$ cat src/rtl/scwt_pkg.sv
// Functional notes
// Aux clock drives pin only when enabled
// Aux clock is bus clock over twice select
// Zero divide select with enable holds low
// High id bits 7:4 reserved, writes ignored
// Fixed 12-bit id split over two bytes
// Wake flag sets on timer timeout
// Writing one to ack clears flag
// Source select picks 1 kHz or crystal
// Irq enable gates the wake interrupt
// Delay select zero disables the timer
// Internal delays 8 ms to 1.024 s
// Crystal divides 256 up to 32768
// Unimplemented status bits read zero
// Irq high while flag and enable set
package scwt_pkg;
  localparam logic [3:0] ADDR_AUX_CTRL = 4'h0;
  localparam logic [3:0] ADDR_ID_HIGH = 4'h1;
  localparam logic [3:0] ADDR_ID_LOW = 4'h2;
  localparam logic [3:0] ADDR_WAKE_SC = 4'h3;
  localparam logic [3:0] ADDR_IRQ_STAT = 4'h4;
  localparam logic [3:0] ADDR_IRQ_CLR = 4'h5;
  localparam logic [3:0] ADDR_IRQ_EN = 4'h6;
  localparam int AUX_PIN_EN_BIT = 4;
  localparam int WAKE_FLAG_BIT = 7;
  localparam int WAKE_ACK_BIT = 6;
  localparam int WAKE_SRC_BIT = 5;
  localparam int WAKE_IE_BIT = 4;
  // Arbitrary neutral identification value
  localparam logic [11:0] PART_ID = 12'h5a3;
  localparam logic [7:0] AUX_CTRL_RST = 8'h00;
  localparam logic [7:0] WAKE_SC_RST = 8'h00;
  localparam int CLK_HZ = 25000000;
  localparam int SLOW_HZ = 1000;
  localparam int SLOW_DIV = CLK_HZ / SLOW_HZ;
  typedef struct packed {
    logic [3:0] address;
    logic read;
    logic write;
    logic [31:0] writedata;
  } scwt_req_t;
endpackage

$ cat src/rtl/scwt_top.sv
`timescale 1ns/10ps
`default_nettype none
module scwt_top
(
  input wire logic i_sys_clk,
  input wire logic i_rst_n,
  input wire logic [3:0] i_address,
  input wire logic i_read,
  input wire logic i_write,
  input wire logic [31:0] i_writedata,
  input wire logic i_xtal_tick,
  output logic [31:0] o_readdata,
  output logic o_waitrequest,
  output logic o_aux_clk_pin,
  output logic o_aux_clk_oe,
  output logic o_wake_irq,
  output logic o_irq
);
  import scwt_pkg::*;
  scwt_req_t req;
  logic [7:0] aux_ctrl_ff;
  logic [7:0] wake_sc_ff;
  logic wake_flag_ff;
  logic stat_ff;
  logic en_ff;
  logic [14:0] slow_cnt_ff;
  logic slow_tick_ff;
  logic [3:0] div_cnt_ff;
  logic timeout;
  logic wr_en;
  logic rd_en;
  assign req = '{address: i_address, read: i_read, write: i_write, writedata: i_writedata};
  assign wr_en = req.write && !o_waitrequest;
  assign rd_en = req.read && o_waitrequest;

  // One wait cycle per access, waitrequest straight from a flip-flop
  always_ff @(posedge i_sys_clk or negedge i_rst_n)
  begin
    if (!i_rst_n)
      o_waitrequest <= 1'b1;
    else
      o_waitrequest <= !((req.read || req.write) && o_waitrequest);
  end

  always_ff @(posedge i_sys_clk or negedge i_rst_n)
  begin
    if (!i_rst_n)
      o_readdata <= 32'h00000000;
    else if (rd_en)
    begin
      unique case (req.address)
        ADDR_AUX_CTRL: o_readdata <= {24'h000000, 3'h0, aux_ctrl_ff[AUX_PIN_EN_BIT], 1'b0,
                                      aux_ctrl_ff[2:0]};
        ADDR_ID_HIGH: o_readdata <= {24'h000000, 4'h0, PART_ID[11:8]};
        ADDR_ID_LOW: o_readdata <= {24'h000000, PART_ID[7:0]};
        ADDR_WAKE_SC: o_readdata <= {24'h000000, wake_flag_ff, 1'b0, wake_sc_ff[5:4], 1'b0,
                                     wake_sc_ff[2:0]};
        ADDR_IRQ_STAT: o_readdata <= {31'h00000000, stat_ff};
        ADDR_IRQ_EN: o_readdata <= {31'h00000000, en_ff};
        default: o_readdata <= 32'h00000000;
      endcase
    end
  end

  always_ff @(posedge i_sys_clk or negedge i_rst_n)
  begin
    if (!i_rst_n)
    begin
      aux_ctrl_ff <= AUX_CTRL_RST;
      wake_sc_ff <= WAKE_SC_RST;
      en_ff <= 1'b0;
    end
    else if (wr_en)
    begin
      if (req.address == ADDR_AUX_CTRL)
        aux_ctrl_ff <= req.writedata[7:0];
      if (req.address == ADDR_WAKE_SC)
        wake_sc_ff <= req.writedata[7:0];
      if (req.address == ADDR_IRQ_EN)
        en_ff <= req.writedata[0];
    end
  end

  // Wake flag: set wins over acknowledge
  always_ff @(posedge i_sys_clk or negedge i_rst_n)
  begin
    if (!i_rst_n)
      wake_flag_ff <= 1'b0;
    else if (timeout)
      wake_flag_ff <= 1'b1;
    else if (wr_en && req.address == ADDR_WAKE_SC && req.writedata[WAKE_ACK_BIT])
      wake_flag_ff <= 1'b0;
  end

  always_ff @(posedge i_sys_clk or negedge i_rst_n)
  begin
    if (!i_rst_n)
      stat_ff <= 1'b0;
    else if (timeout)
      stat_ff <= 1'b1;
    else if (wr_en && req.address == ADDR_IRQ_CLR && req.writedata[0])
      stat_ff <= 1'b0;
  end

  always_ff @(posedge i_sys_clk or negedge i_rst_n)
  begin
    if (!i_rst_n)
    begin
      o_wake_irq <= 1'b0;
      o_irq <= 1'b0;
    end
    else
    begin
      o_wake_irq <= wake_flag_ff && wake_sc_ff[WAKE_IE_BIT];
      o_irq <= stat_ff && en_ff;
    end
  end

  // Internal 1 kHz tick
  always_ff @(posedge i_sys_clk or negedge i_rst_n)
  begin
    if (!i_rst_n)
    begin
      slow_cnt_ff <= 15'h0000;
      slow_tick_ff <= 1'b0;
    end
    else if (slow_cnt_ff == 15'(SLOW_DIV - 1))
    begin
      slow_cnt_ff <= 15'h0000;
      slow_tick_ff <= 1'b1;
    end
    else
    begin
      slow_cnt_ff <= slow_cnt_ff + 15'h0001;
      slow_tick_ff <= 1'b0;
    end
  end

  scwt_wake_timer u_timer
  (
    .i_sys_clk(i_sys_clk),
    .i_rst_n(i_rst_n),
    .i_tick(wake_sc_ff[WAKE_SRC_BIT] ? i_xtal_tick : slow_tick_ff),
    .i_src_xtal(wake_sc_ff[WAKE_SRC_BIT]),
    .i_delay_sel(wake_sc_ff[2:0]),
    .o_timeout(timeout)
  );

  // Aux clock: half period of select bus cycles
  always_ff @(posedge i_sys_clk or negedge i_rst_n)
  begin
    if (!i_rst_n)
    begin
      div_cnt_ff <= 4'h0;
      o_aux_clk_pin <= 1'b0;
      o_aux_clk_oe <= 1'b0;
    end
    else
    begin
      o_aux_clk_oe <= aux_ctrl_ff[AUX_PIN_EN_BIT];
      if (!aux_ctrl_ff[AUX_PIN_EN_BIT] || aux_ctrl_ff[2:0] == 3'h0)
      begin
        div_cnt_ff <= 4'h0;
        o_aux_clk_pin <= 1'b0;
      end
      else if (div_cnt_ff >= {1'b0, aux_ctrl_ff[2:0]} - 4'h1)
      begin
        div_cnt_ff <= 4'h0;
        o_aux_clk_pin <= !o_aux_clk_pin;
      end
      else
        div_cnt_ff <= div_cnt_ff + 4'h1;
    end
  end
endmodule // scwt_top
`default_nettype wire

$ cat src/rtl/scwt_wake_timer.sv
`timescale 1ns/10ps
`default_nettype none
module scwt_wake_timer
(
  input wire logic i_sys_clk,
  input wire logic i_rst_n,
  input wire logic i_tick,
  input wire logic i_src_xtal,
  input wire logic [2:0] i_delay_sel,
  output logic o_timeout
);
  import scwt_pkg::*;
  logic [14:0] cnt_ff;
  logic [14:0] term;
  always_comb
  begin
    unique case (i_delay_sel)
      3'h1: term = i_src_xtal ? 15'h00ff : 15'h0007;
      3'h2: term = i_src_xtal ? 15'h03ff : 15'h001f;
      3'h3: term = i_src_xtal ? 15'h07ff : 15'h003f;
      3'h4: term = i_src_xtal ? 15'h0fff : 15'h007f;
      3'h5: term = i_src_xtal ? 15'h1fff : 15'h00ff;
      3'h6: term = i_src_xtal ? 15'h3fff : 15'h01ff;
      3'h7: term = i_src_xtal ? 15'h7fff : 15'h03ff;
      default: term = 15'h0000;
    endcase
  end
  always_ff @(posedge i_sys_clk or negedge i_rst_n)
  begin
    if (!i_rst_n)
    begin
      cnt_ff <= 15'h0000;
      o_timeout <= 1'b0;
    end
    else
    begin
      o_timeout <= 1'b0;
      if (i_delay_sel == 3'h0)
        cnt_ff <= 15'h0000;
      else if (i_tick)
      begin
        if (cnt_ff >= term)
        begin
          cnt_ff <= 15'h0000;
          o_timeout <= 1'b1;
        end
        else
          cnt_ff <= cnt_ff + 15'h0001;
      end
    end
  end
endmodule // scwt_wake_timer
`default_nettype wire

$ cat config.mk
export PLATFORM = sky130hd
export DESIGN_NAME = scwt_top
export DESIGN_NICKNAME = d
export VERILOG_FILES = /design/src/rtl/scwt_pkg.sv /design/src/rtl/scwt_top.sv /design/src/rtl/scwt_wake_timer.sv
export SDC_FILE = /design/constraint.sdc
export NUM_CORES = 1
export LEC_CHECK = 0
export ABC_AREA = 1
export BUFFER_PORTS_ARGS = -buffer_cell sky130_fd_sc_hd__buf_2
export CAP_MARGIN = 20
export CORE_UTILIZATION = 45
export DETAILED_ROUTE_END_ITERATION = 6
export GPL_TIMING_DRIVEN = 0
export HOLD_SLACK_MARGIN = 0.15
export PLACE_DENSITY_LB_ADDON = 0.12
export SYNTH_ARGS = -nofsm -noshare
export SYNTH_HDL_FRONTEND = slang
export SYNTH_SLANG_ARGS = --single-unit
$ cat constraint.sdc
create_clock -name i_sys_clk -period 2.2 [get_ports i_sys_clk]
set_input_delay 0.11 -clock i_sys_clk [delete_from_list [all_inputs] [get_ports i_sys_clk]]
set_output_delay 0.11 -clock i_sys_clk [all_outputs]
set_load 0.1 [all_outputs]
==> results of run 1 <==
## metrics by stage
step | cell area [µm²] | power [mW] | hold slack [ns] | setup slack (ns)
after global routing | 4430 | 3.57 | 0.178 | -0.0420
after detailed placement | 4060 | 2.39 | 0.187 | -0.167
after CTS | 4360 | 3.33 | 0.153 | 0.0220
after floorplan | 3790 | 2.17 | -0.186 | 0.267
final | 4430 | 3.36 | 0.172 | 0.114
after global placement | 4040 | 2.36 | 0.269 | -0.151
## worst paths after layout
path                            slack, ns                 to  cells after the start      startpoint
worst max-delay path                 0.11  u_timer.cnt_ff[5]                     13   wake_sc_ff[5]
worst min-delay path                 0.17      wake_sc_ff[0]                      3    i_address[0]
worst max register to register       0.11  u_timer.cnt_ff[5]                     13   wake_sc_ff[5]
worst min register to register       0.41       o_aux_clk_oe                      0  aux_ctrl_ff[4]
max in group asynchronous            1.27      div_cnt_ff[2]                      3         i_rst_n
min in group asynchronous            0.33  u_timer.cnt_ff[4]                      2         i_rst_n
## flip-flops by register name, indices dropped and copies added, names as in the netlist
name / count
slow_cnt_ff: 15
u_timer.cnt_ff: 15
o_readdata: 6
wake_sc_ff: 5
aux_ctrl_ff: 4
div_cnt_ff: 4
en_ff: 1
o_aux_clk_oe: 1
o_aux_clk_pin: 1
o_irq: 1
o_waitrequest: 1
o_wake_irq: 1
slow_tick_ff: 1
stat_ff: 1
u_timer.o_timeout: 1
wake_flag_ff: 1
## kinds of logic after synthesis
logic type,synth area share (%)
DFF,40.0
other,0.101
and+or+nand+nor,28.6
xor gates and xnor gates,4.03
buffers and inverters,12.2
adders and majority gates,8.13
AOI/OAI and AO/OA,6.64
muxes,0.305
## power groups by stage
stage / Clock, mW / Combinational [mW] / Sequential [mW]
after floorplan: 0 / 0.694 / 1.48
after global placement: 0 / 1.08 / 1.29
after detailed placement: 0 / 1.10 / 1.29
after CTS: 0.914 / 1.14 / 1.27
after global routing: 0.969 / 1.32 / 1.28
final: 0.894 / 1.20 / 1.27
## worst max-delay path: stages, from the launching register on
cell and delay [ns]:
dfrtp_2 0.47, nand2_1 0.16, inv_2 0.06, o21ai_0 0.22, ha_1 0.29, nand2_1 0.06
nor2_1 0.03, nand2_1 0.06, nor2_1 0.05, nor2_1 0.13, nand3_2 0.13, nand2_2 0.12
nand2_4 0.10, nor2_1 0.12
## synthesized netlist by cell type
master	instances	area [µm²]
nand2_1	114	428
inv_1	65	244
dfrtp_1	58	1450
nor2_1	57	214
buf_4	26	195
o21ai_0	26	130
ha_1	24	300
nand3_1	24	120
a21oi_1	13	65.1
xor2_1	12	105
nor3_1	8	40.0
nand2_2	6	37.5
nand4_1	6	37.5
xnor2_1	5	43.8
nor2_2	4	25.0
inv_2	3	11.3
nor2_4	3	33.8
o211ai_1	3	22.5
nand2_4	2	22.5
nor3_2	2	20.0
nor3_4	2	32.5
nor4_1	2	12.5
a21oi_2	1	8.76
conb_1	1	3.75
dfstp_2	1	26.3
mux2_2	1	11.3
nand3_2	1	10.0
nand3_4	1	17.5
o21ai_1	1	5.00
o21bai_1	1	7.51
o22ai_1	1	6.26
or2_2	1	6.26
## layout make-up
cell class                 count  area [µm²]  area share [%]
clock buffer                   9         124            2.80
clock inverter                 7        53.8            1.21
multi-input combinational    347        1900            42.9
sequential                    59        1480            33.5
buffer                        26         195            4.40
inverter                      68         255            5.76
timing repair buffer          42         290            6.55
tap                          102         128            2.88
## placed cells by master (no fill, tap or decap), types with 2 or more instances in the layout
cell type,netlist,routed
nand2_1,114,113
inv_1,65,63
nor2_1,57,54
dfrtp_1,58,54
buf_4,26,32
o21ai_0,26,26
conb_1,1,26
buf_2,0,25
ha_1,24,24
nand3_1,24,23
xor2_1,12,12
a21oi_1,13,11
dlygate4sd3_1,0,10
clkbuf_8,0,9
nor3_1,8,8
nand4_1,6,6
nor2_4,3,5
nor2_2,4,5
inv_2,3,5
xnor2_1,5,5
nand2_2,6,5
nand2_4,2,4
dfrtp_2,0,4
a21oi_2,1,3
o211ai_1,3,3
clkinvlp_4,0,3
nor4_1,2,2
nor3_4,2,2
nor3_2,2,2
nand3_2,1,2
clkinv_4,0,2
## per-layer routing
layer | vias to the layer above | routed length, µm | GRT usage [%]
met3 | 10 | 286 | 4.60
met1 | 1398 | 3620 | 24.6
met2 | 63 | 3480 | 30.6
met4 | 0 | 91 | 7.95
li1 | 1612 | - | -
met5 | - | 0 | 0
## repair_timing
action / 4_1_cts / 5_1_grt
hold endpoints to repair: 39 / 0
pin swaps: 0 / 2
cloned: 0 / 0
resized for setup: 9 / 8
hold buffers: 10 / 0
setup endpoints to repair: 15 / 16
buffers inserted: 0 / 6
==> flow_metrics.py, run 1 <==
metrics = {
    "logic_synthesis": {
        "yosysUniqueCellTypes": 32,
        "yosys_warnings": 0,
        "syn_inst": 475,
        "yosys_register_bits": 59,
        "synth_area_um2": 3690,
        "avgSynthCellArea_um2": 7.78,
        "yosysSeqAreaShare_pct": 40.0,
    },
    "floorplanning": {
        "die_h_um": 92.6,
        "die_area_um2": 8580,
        "start_util_pct": 47.1,
        "coreArea_um2": 7850,
        "ios": 78,
        "die_width_um": 92.6,
        "rows": 32,
    },
    "sta": {
        "max_freq_mhz": 479,
        "min_period_ns": 2.09,
        "tns_ns": 0,
        "slew_violations": 0,
        "hold_viol_final": 0,
        "tightest_slew_ns": 0.687,
        "finalSetupViolCount": 0,
        "fin_skew_ns": 0.00655,
        "slew_headroom_pct": 54.2,
        "finalCritPeriodShare_pct": 94.8,
    },
    "placement": {
        "place_inst": 628,
        "io_buffers": 25,
        "post-dp-hpwl_um": 5550,
        "globalplace.congestion": 0.848,
    },
    "power_and_ir_drop": {
        "p_leak_nw": 2.36,
        "clkPwrFrac_pct": 26.6,
        "power_density_nw_per_um2": 758,
        "p_switching_mw": 1.44,
        "switching_share_pct": 42.8,
        "p_int_mw": 1.92,
        "ir_worst_vdd_v": 0.000330,
        "pwr-share-seq_pct": 37.7,
        "p_comb_share_pct": 35.7,
    },
    "final_layout": {
        "antenna_cells_inserted": 0,
        "fillers": 748,
        "finalCoreUtilization_pct": 56.5,
        "syn_to_final_growth_pct": 19.9,
        "finalNonFillerCells": 660,
        "drive_gt1_share_pct": 20.6,
        "layout.nets": 618,
    },
    "detailed_routing": {
        "vias_per_cell": 4.67,
        "drt_first_pass_iters": 4,
        "routed_wl_um": 7480,
        "drc": 0,
        "ant_nets": 0,
        "drtIter0Drc": 112,
        "vias": 3083,
        "wire_per_inst_um": 11.3,
    },
    "worst_setup_path": {
        "end_kind": "flip-flop",
        "path_max_fanout": 9,
        "arrival_ns": 2.36,
        "critPathKind": "reg2reg",
        "startpoint_type": "flip-flop",
        "cp_data_required_time_ns": 2.47,
    },
    "clock_tree": {
        "htreeDepth": 3,
        "cts_sinks": 59,
        "clock-root-buffer": "clkbuf_8",
        "cts_tree": "done",
        "cts_buffers": 9,
        "clkTransAtPathRegs_ns": 0.08,
        "clockBufferDepth": 2,
        "clock_latency_ns": 0.35,
    },
    "run_status": {
        "status": "finished, final reports clean",
    },
    "worst_hold_path": {
        "hold_class": "in2reg",
    },
    "flow_run": {
        "maxCapViolCount": 0,
    },
    "grt": {
        "antenna_found_initial": 0,
        "grt_pass1_vias": 2919,
        "grt_start_max_net_pins": 32,
        "grt_first_pass_wirelength_um": 12900,
        "grt-ovfl-total": 0,
        "track_usage_pct": 19.1,
    },
}
Note: power is estimated with default switching activity, not from simulation.
==> run 2, diff against run 1 <==
Settings changed: CORE_UTILIZATION 45 to 55, SETUP_SLACK_MARGIN from default to 0.02.
==> run 2 against run 1 <==
The flow now finishes with violations (DRC). Largest cell class unchanged. Global-route usage is 4.3 points higher. Highest routed layer unchanged. Register-to-register slack better by 0.03 ns. Final cell count is 3.8% lower. Sequential share of layout area is 0.36 points lower. Setup slack better by 0.032 ns. Sequential power hardly changed.
==> flow_metrics.py, run 2 (synthesis gave the netlist of run 1 again) <==
metrics = {
    "final_layout": {
        "finalCoreUtilization_pct": 69.7,
        "layout.nets": 618,
        "reg_top3": "slow_cnt_ff (15), u_timer.cnt_ff (15), o_readdata (6)",
        "syn_to_final_growth_pct": 21.2,
        "fillers": 541,
        "antenna_cells_inserted": 0,
        "final_common_cell": "nand2_1",
        "drive_gt1_share_pct": 21.7,
        "final_cell_mix": "111 x nand2_1, 61 x inv_1, 55 x dfrtp_1",
        "postLayoutCellArea_um2": 4480,
    },
    "grt": {
        "grt_use_met3_pct": 6.23,
        "grt_pass1_vias": 2914,
        "grt_first_pass_wirelength_um": 12900,
        "grt_start_max_net_pins": 31,
        "antenna_found_initial": 0,
        "grt_use_met2_pct": 38.2,
        "top_usage_layer": "met2",
        "track_usage_pct": 23.3,
        "grt-ovfl-total": 0,
        "met1_usage_pct": 29.6,
    },
    "detailed_routing": {
        "drtIter0Drc": 165,
        "routed_wl_um": 7610,
        "drc": 12,
        "vias_per_cell": 4.90,
        "vias": 3109,
        "ant_nets": 0,
        "wire_per_inst_um": 12.0,
        "drt_first_pass_iters": 7,
    },
    "sta": {
        "finalSetupViolCount": 0,
        "tightest_slew_ns": 0.712,
        "slew_headroom_pct": 52.5,
        "hold_viol_final": 0,
        "max_freq_mhz": 487,
        "slew_violations": 0,
        "fin_skew_ns": 0.0145,
        "finalCritPeriodShare_pct": 93.4,
        "min_period_ns": 2.05,
        "grt_setup_unrepaired": "false",
    },
    "run_status": {
        "status": "finished with violations",
        "violations": "DRC",
    },
    "clock_tree": {
        "cts_sinks": 59,
        "clock-root-buffer": "clkbuf_8",
        "htreeDepth": 3,
        "clkTransAtPathRegs_ns": 0.08,
        "clockBufferDepth": 2,
        "clock_latency_ns": 0.35,
        "cts_tree": "done",
        "cts_buffers": 9,
    },
    "floorplanning": {
        "die_area_um2": 7050,
        "start_util_pct": 57.5,
        "ios": 78,
        "coreArea_um2": 6420,
        "die_h_um": 84.0,
        "rows": 29,
        "die_width_um": 84.0,
    },
    "worst_hold_path": {
        "min_from": "i_address[0]",
        "whs_endpoint": "wake_sc_ff[2]",
        "hold_depth": 3,
        "hold_class": "in2reg",
    },
    "worst_setup_path": {
        "arrival_ns": 2.34,
        "cp_data_required_time_ns": 2.48,
        "rr_endpoint": "u_timer.cnt_ff[12]",
        "r2r-start": "wake_sc_ff[2]",
        "startpoint_type": "flip-flop",
        "path_max_fanout": 6,
        "worstRegToRegCells": 14,
        "critPathKind": "reg2reg",
        "end_kind": "flip-flop",
        "reg2reg_slack_ns": 0.15,
    },
    "power_and_ir_drop": {
        "power_density_nw_per_um2": 814,
        "p_leak_nw": 2.39,
        "ir_worst_vdd_v": 0.000604,
        "p_total_mw": 3.64,
    },
    "placement": {
        "io_buffers": 25,
        "post-dp-hpwl_um": 5580,
        "dpl_cell_area_um2": 4030,
        "globalplace.congestion": 0.859,
    },
    "flow_run": {
        "maxCapViolCount": 0,
    },
}
[run 2: layer usage]
layer  vias to the layer above  part of all wire [%]
li1                       1606                     -
met1                      1422                    44
met2                        71                    49
met3                        10                   4.9
met4                         0                   1.4
met5                         -                     0
[run 2: how the worst max path moves through the flow]
stage | startpoint | to
after floorplan | wake_sc_ff[2] | u_timer.cnt_ff[11]
after global placement | wake_sc_ff[1] | u_timer.cnt_ff[13]
after detailed placement | wake_sc_ff[1] | u_timer.cnt_ff[1]
after CTS | wake_sc_ff[1] | u_timer.cnt_ff[6]
after global routing | wake_sc_ff[1] | u_timer.cnt_ff[12]
final | wake_sc_ff[2] | u_timer.cnt_ff[12]
[run 2: final cells by class]
| cell class | count | area, µm² | share of cell area, % |
|---|---|---|---|
| repair buffers | 42 | 290 | 6.48 |
| clock buffers | 9 | 124 | 2.77 |
| well taps | 77 | 96.3 | 2.15 |
| plain buffers | 26 | 195 | 4.36 |
| flip-flops and latches | 59 | 1480 | 33.1 |
| clock inverters | 7 | 98.8 | 2.21 |
| multi-input cells | 347 | 1930 | 43.2 |
| inverters | 68 | 258 | 5.76 |
[run 2: stage by stage]
step                hold slack (ns)  cells  setup WS [ns]  TNS (ns)
floorplan                    -0.186    500          0.267         0
global placement              0.276    602         -0.115    -0.749
detailed placement            0.189    603         -0.162     -1.05
CTS                           0.152    631         0.0300         0
global route                  0.179    635         0.0109         0
finish                        0.162    635          0.146         0
[run 2: repair_timing]
| action | CTS | global route |
|---|---|---|
| endpoints found under the hold margin | 40 | 0 |
| hold buffers | 10 | 0 |
| setup buffers | 2 | 4 |
| setup endpoints to repair | 15 | 16 |
| resized for setup | 8 | 18 |
| pin swaps | 2 | 7 |
[run 2: report_power, final]
group	switching, mW	total (mW)	internal [mW]
clock network	0.480	1.12	0.645
registers	0.0829	1.27	1.19
logic	0.905	1.25	0.345
[run 2: critical path, stage by stage, from the launching register on]
cell and delay (ns):
dfrtp_1 0.40, buf_4 0.16, nor2_4 0.10, inv_2 0.08
a21oi_2 0.13, ha_1 0.23, nand2_1 0.08, inv_1 0.05
a21oi_2 0.14, nand2_1 0.07, nand2_1 0.07, nand3_2 0.12
nor2_4 0.21, nand2_1 0.07, nand2_1 0.06
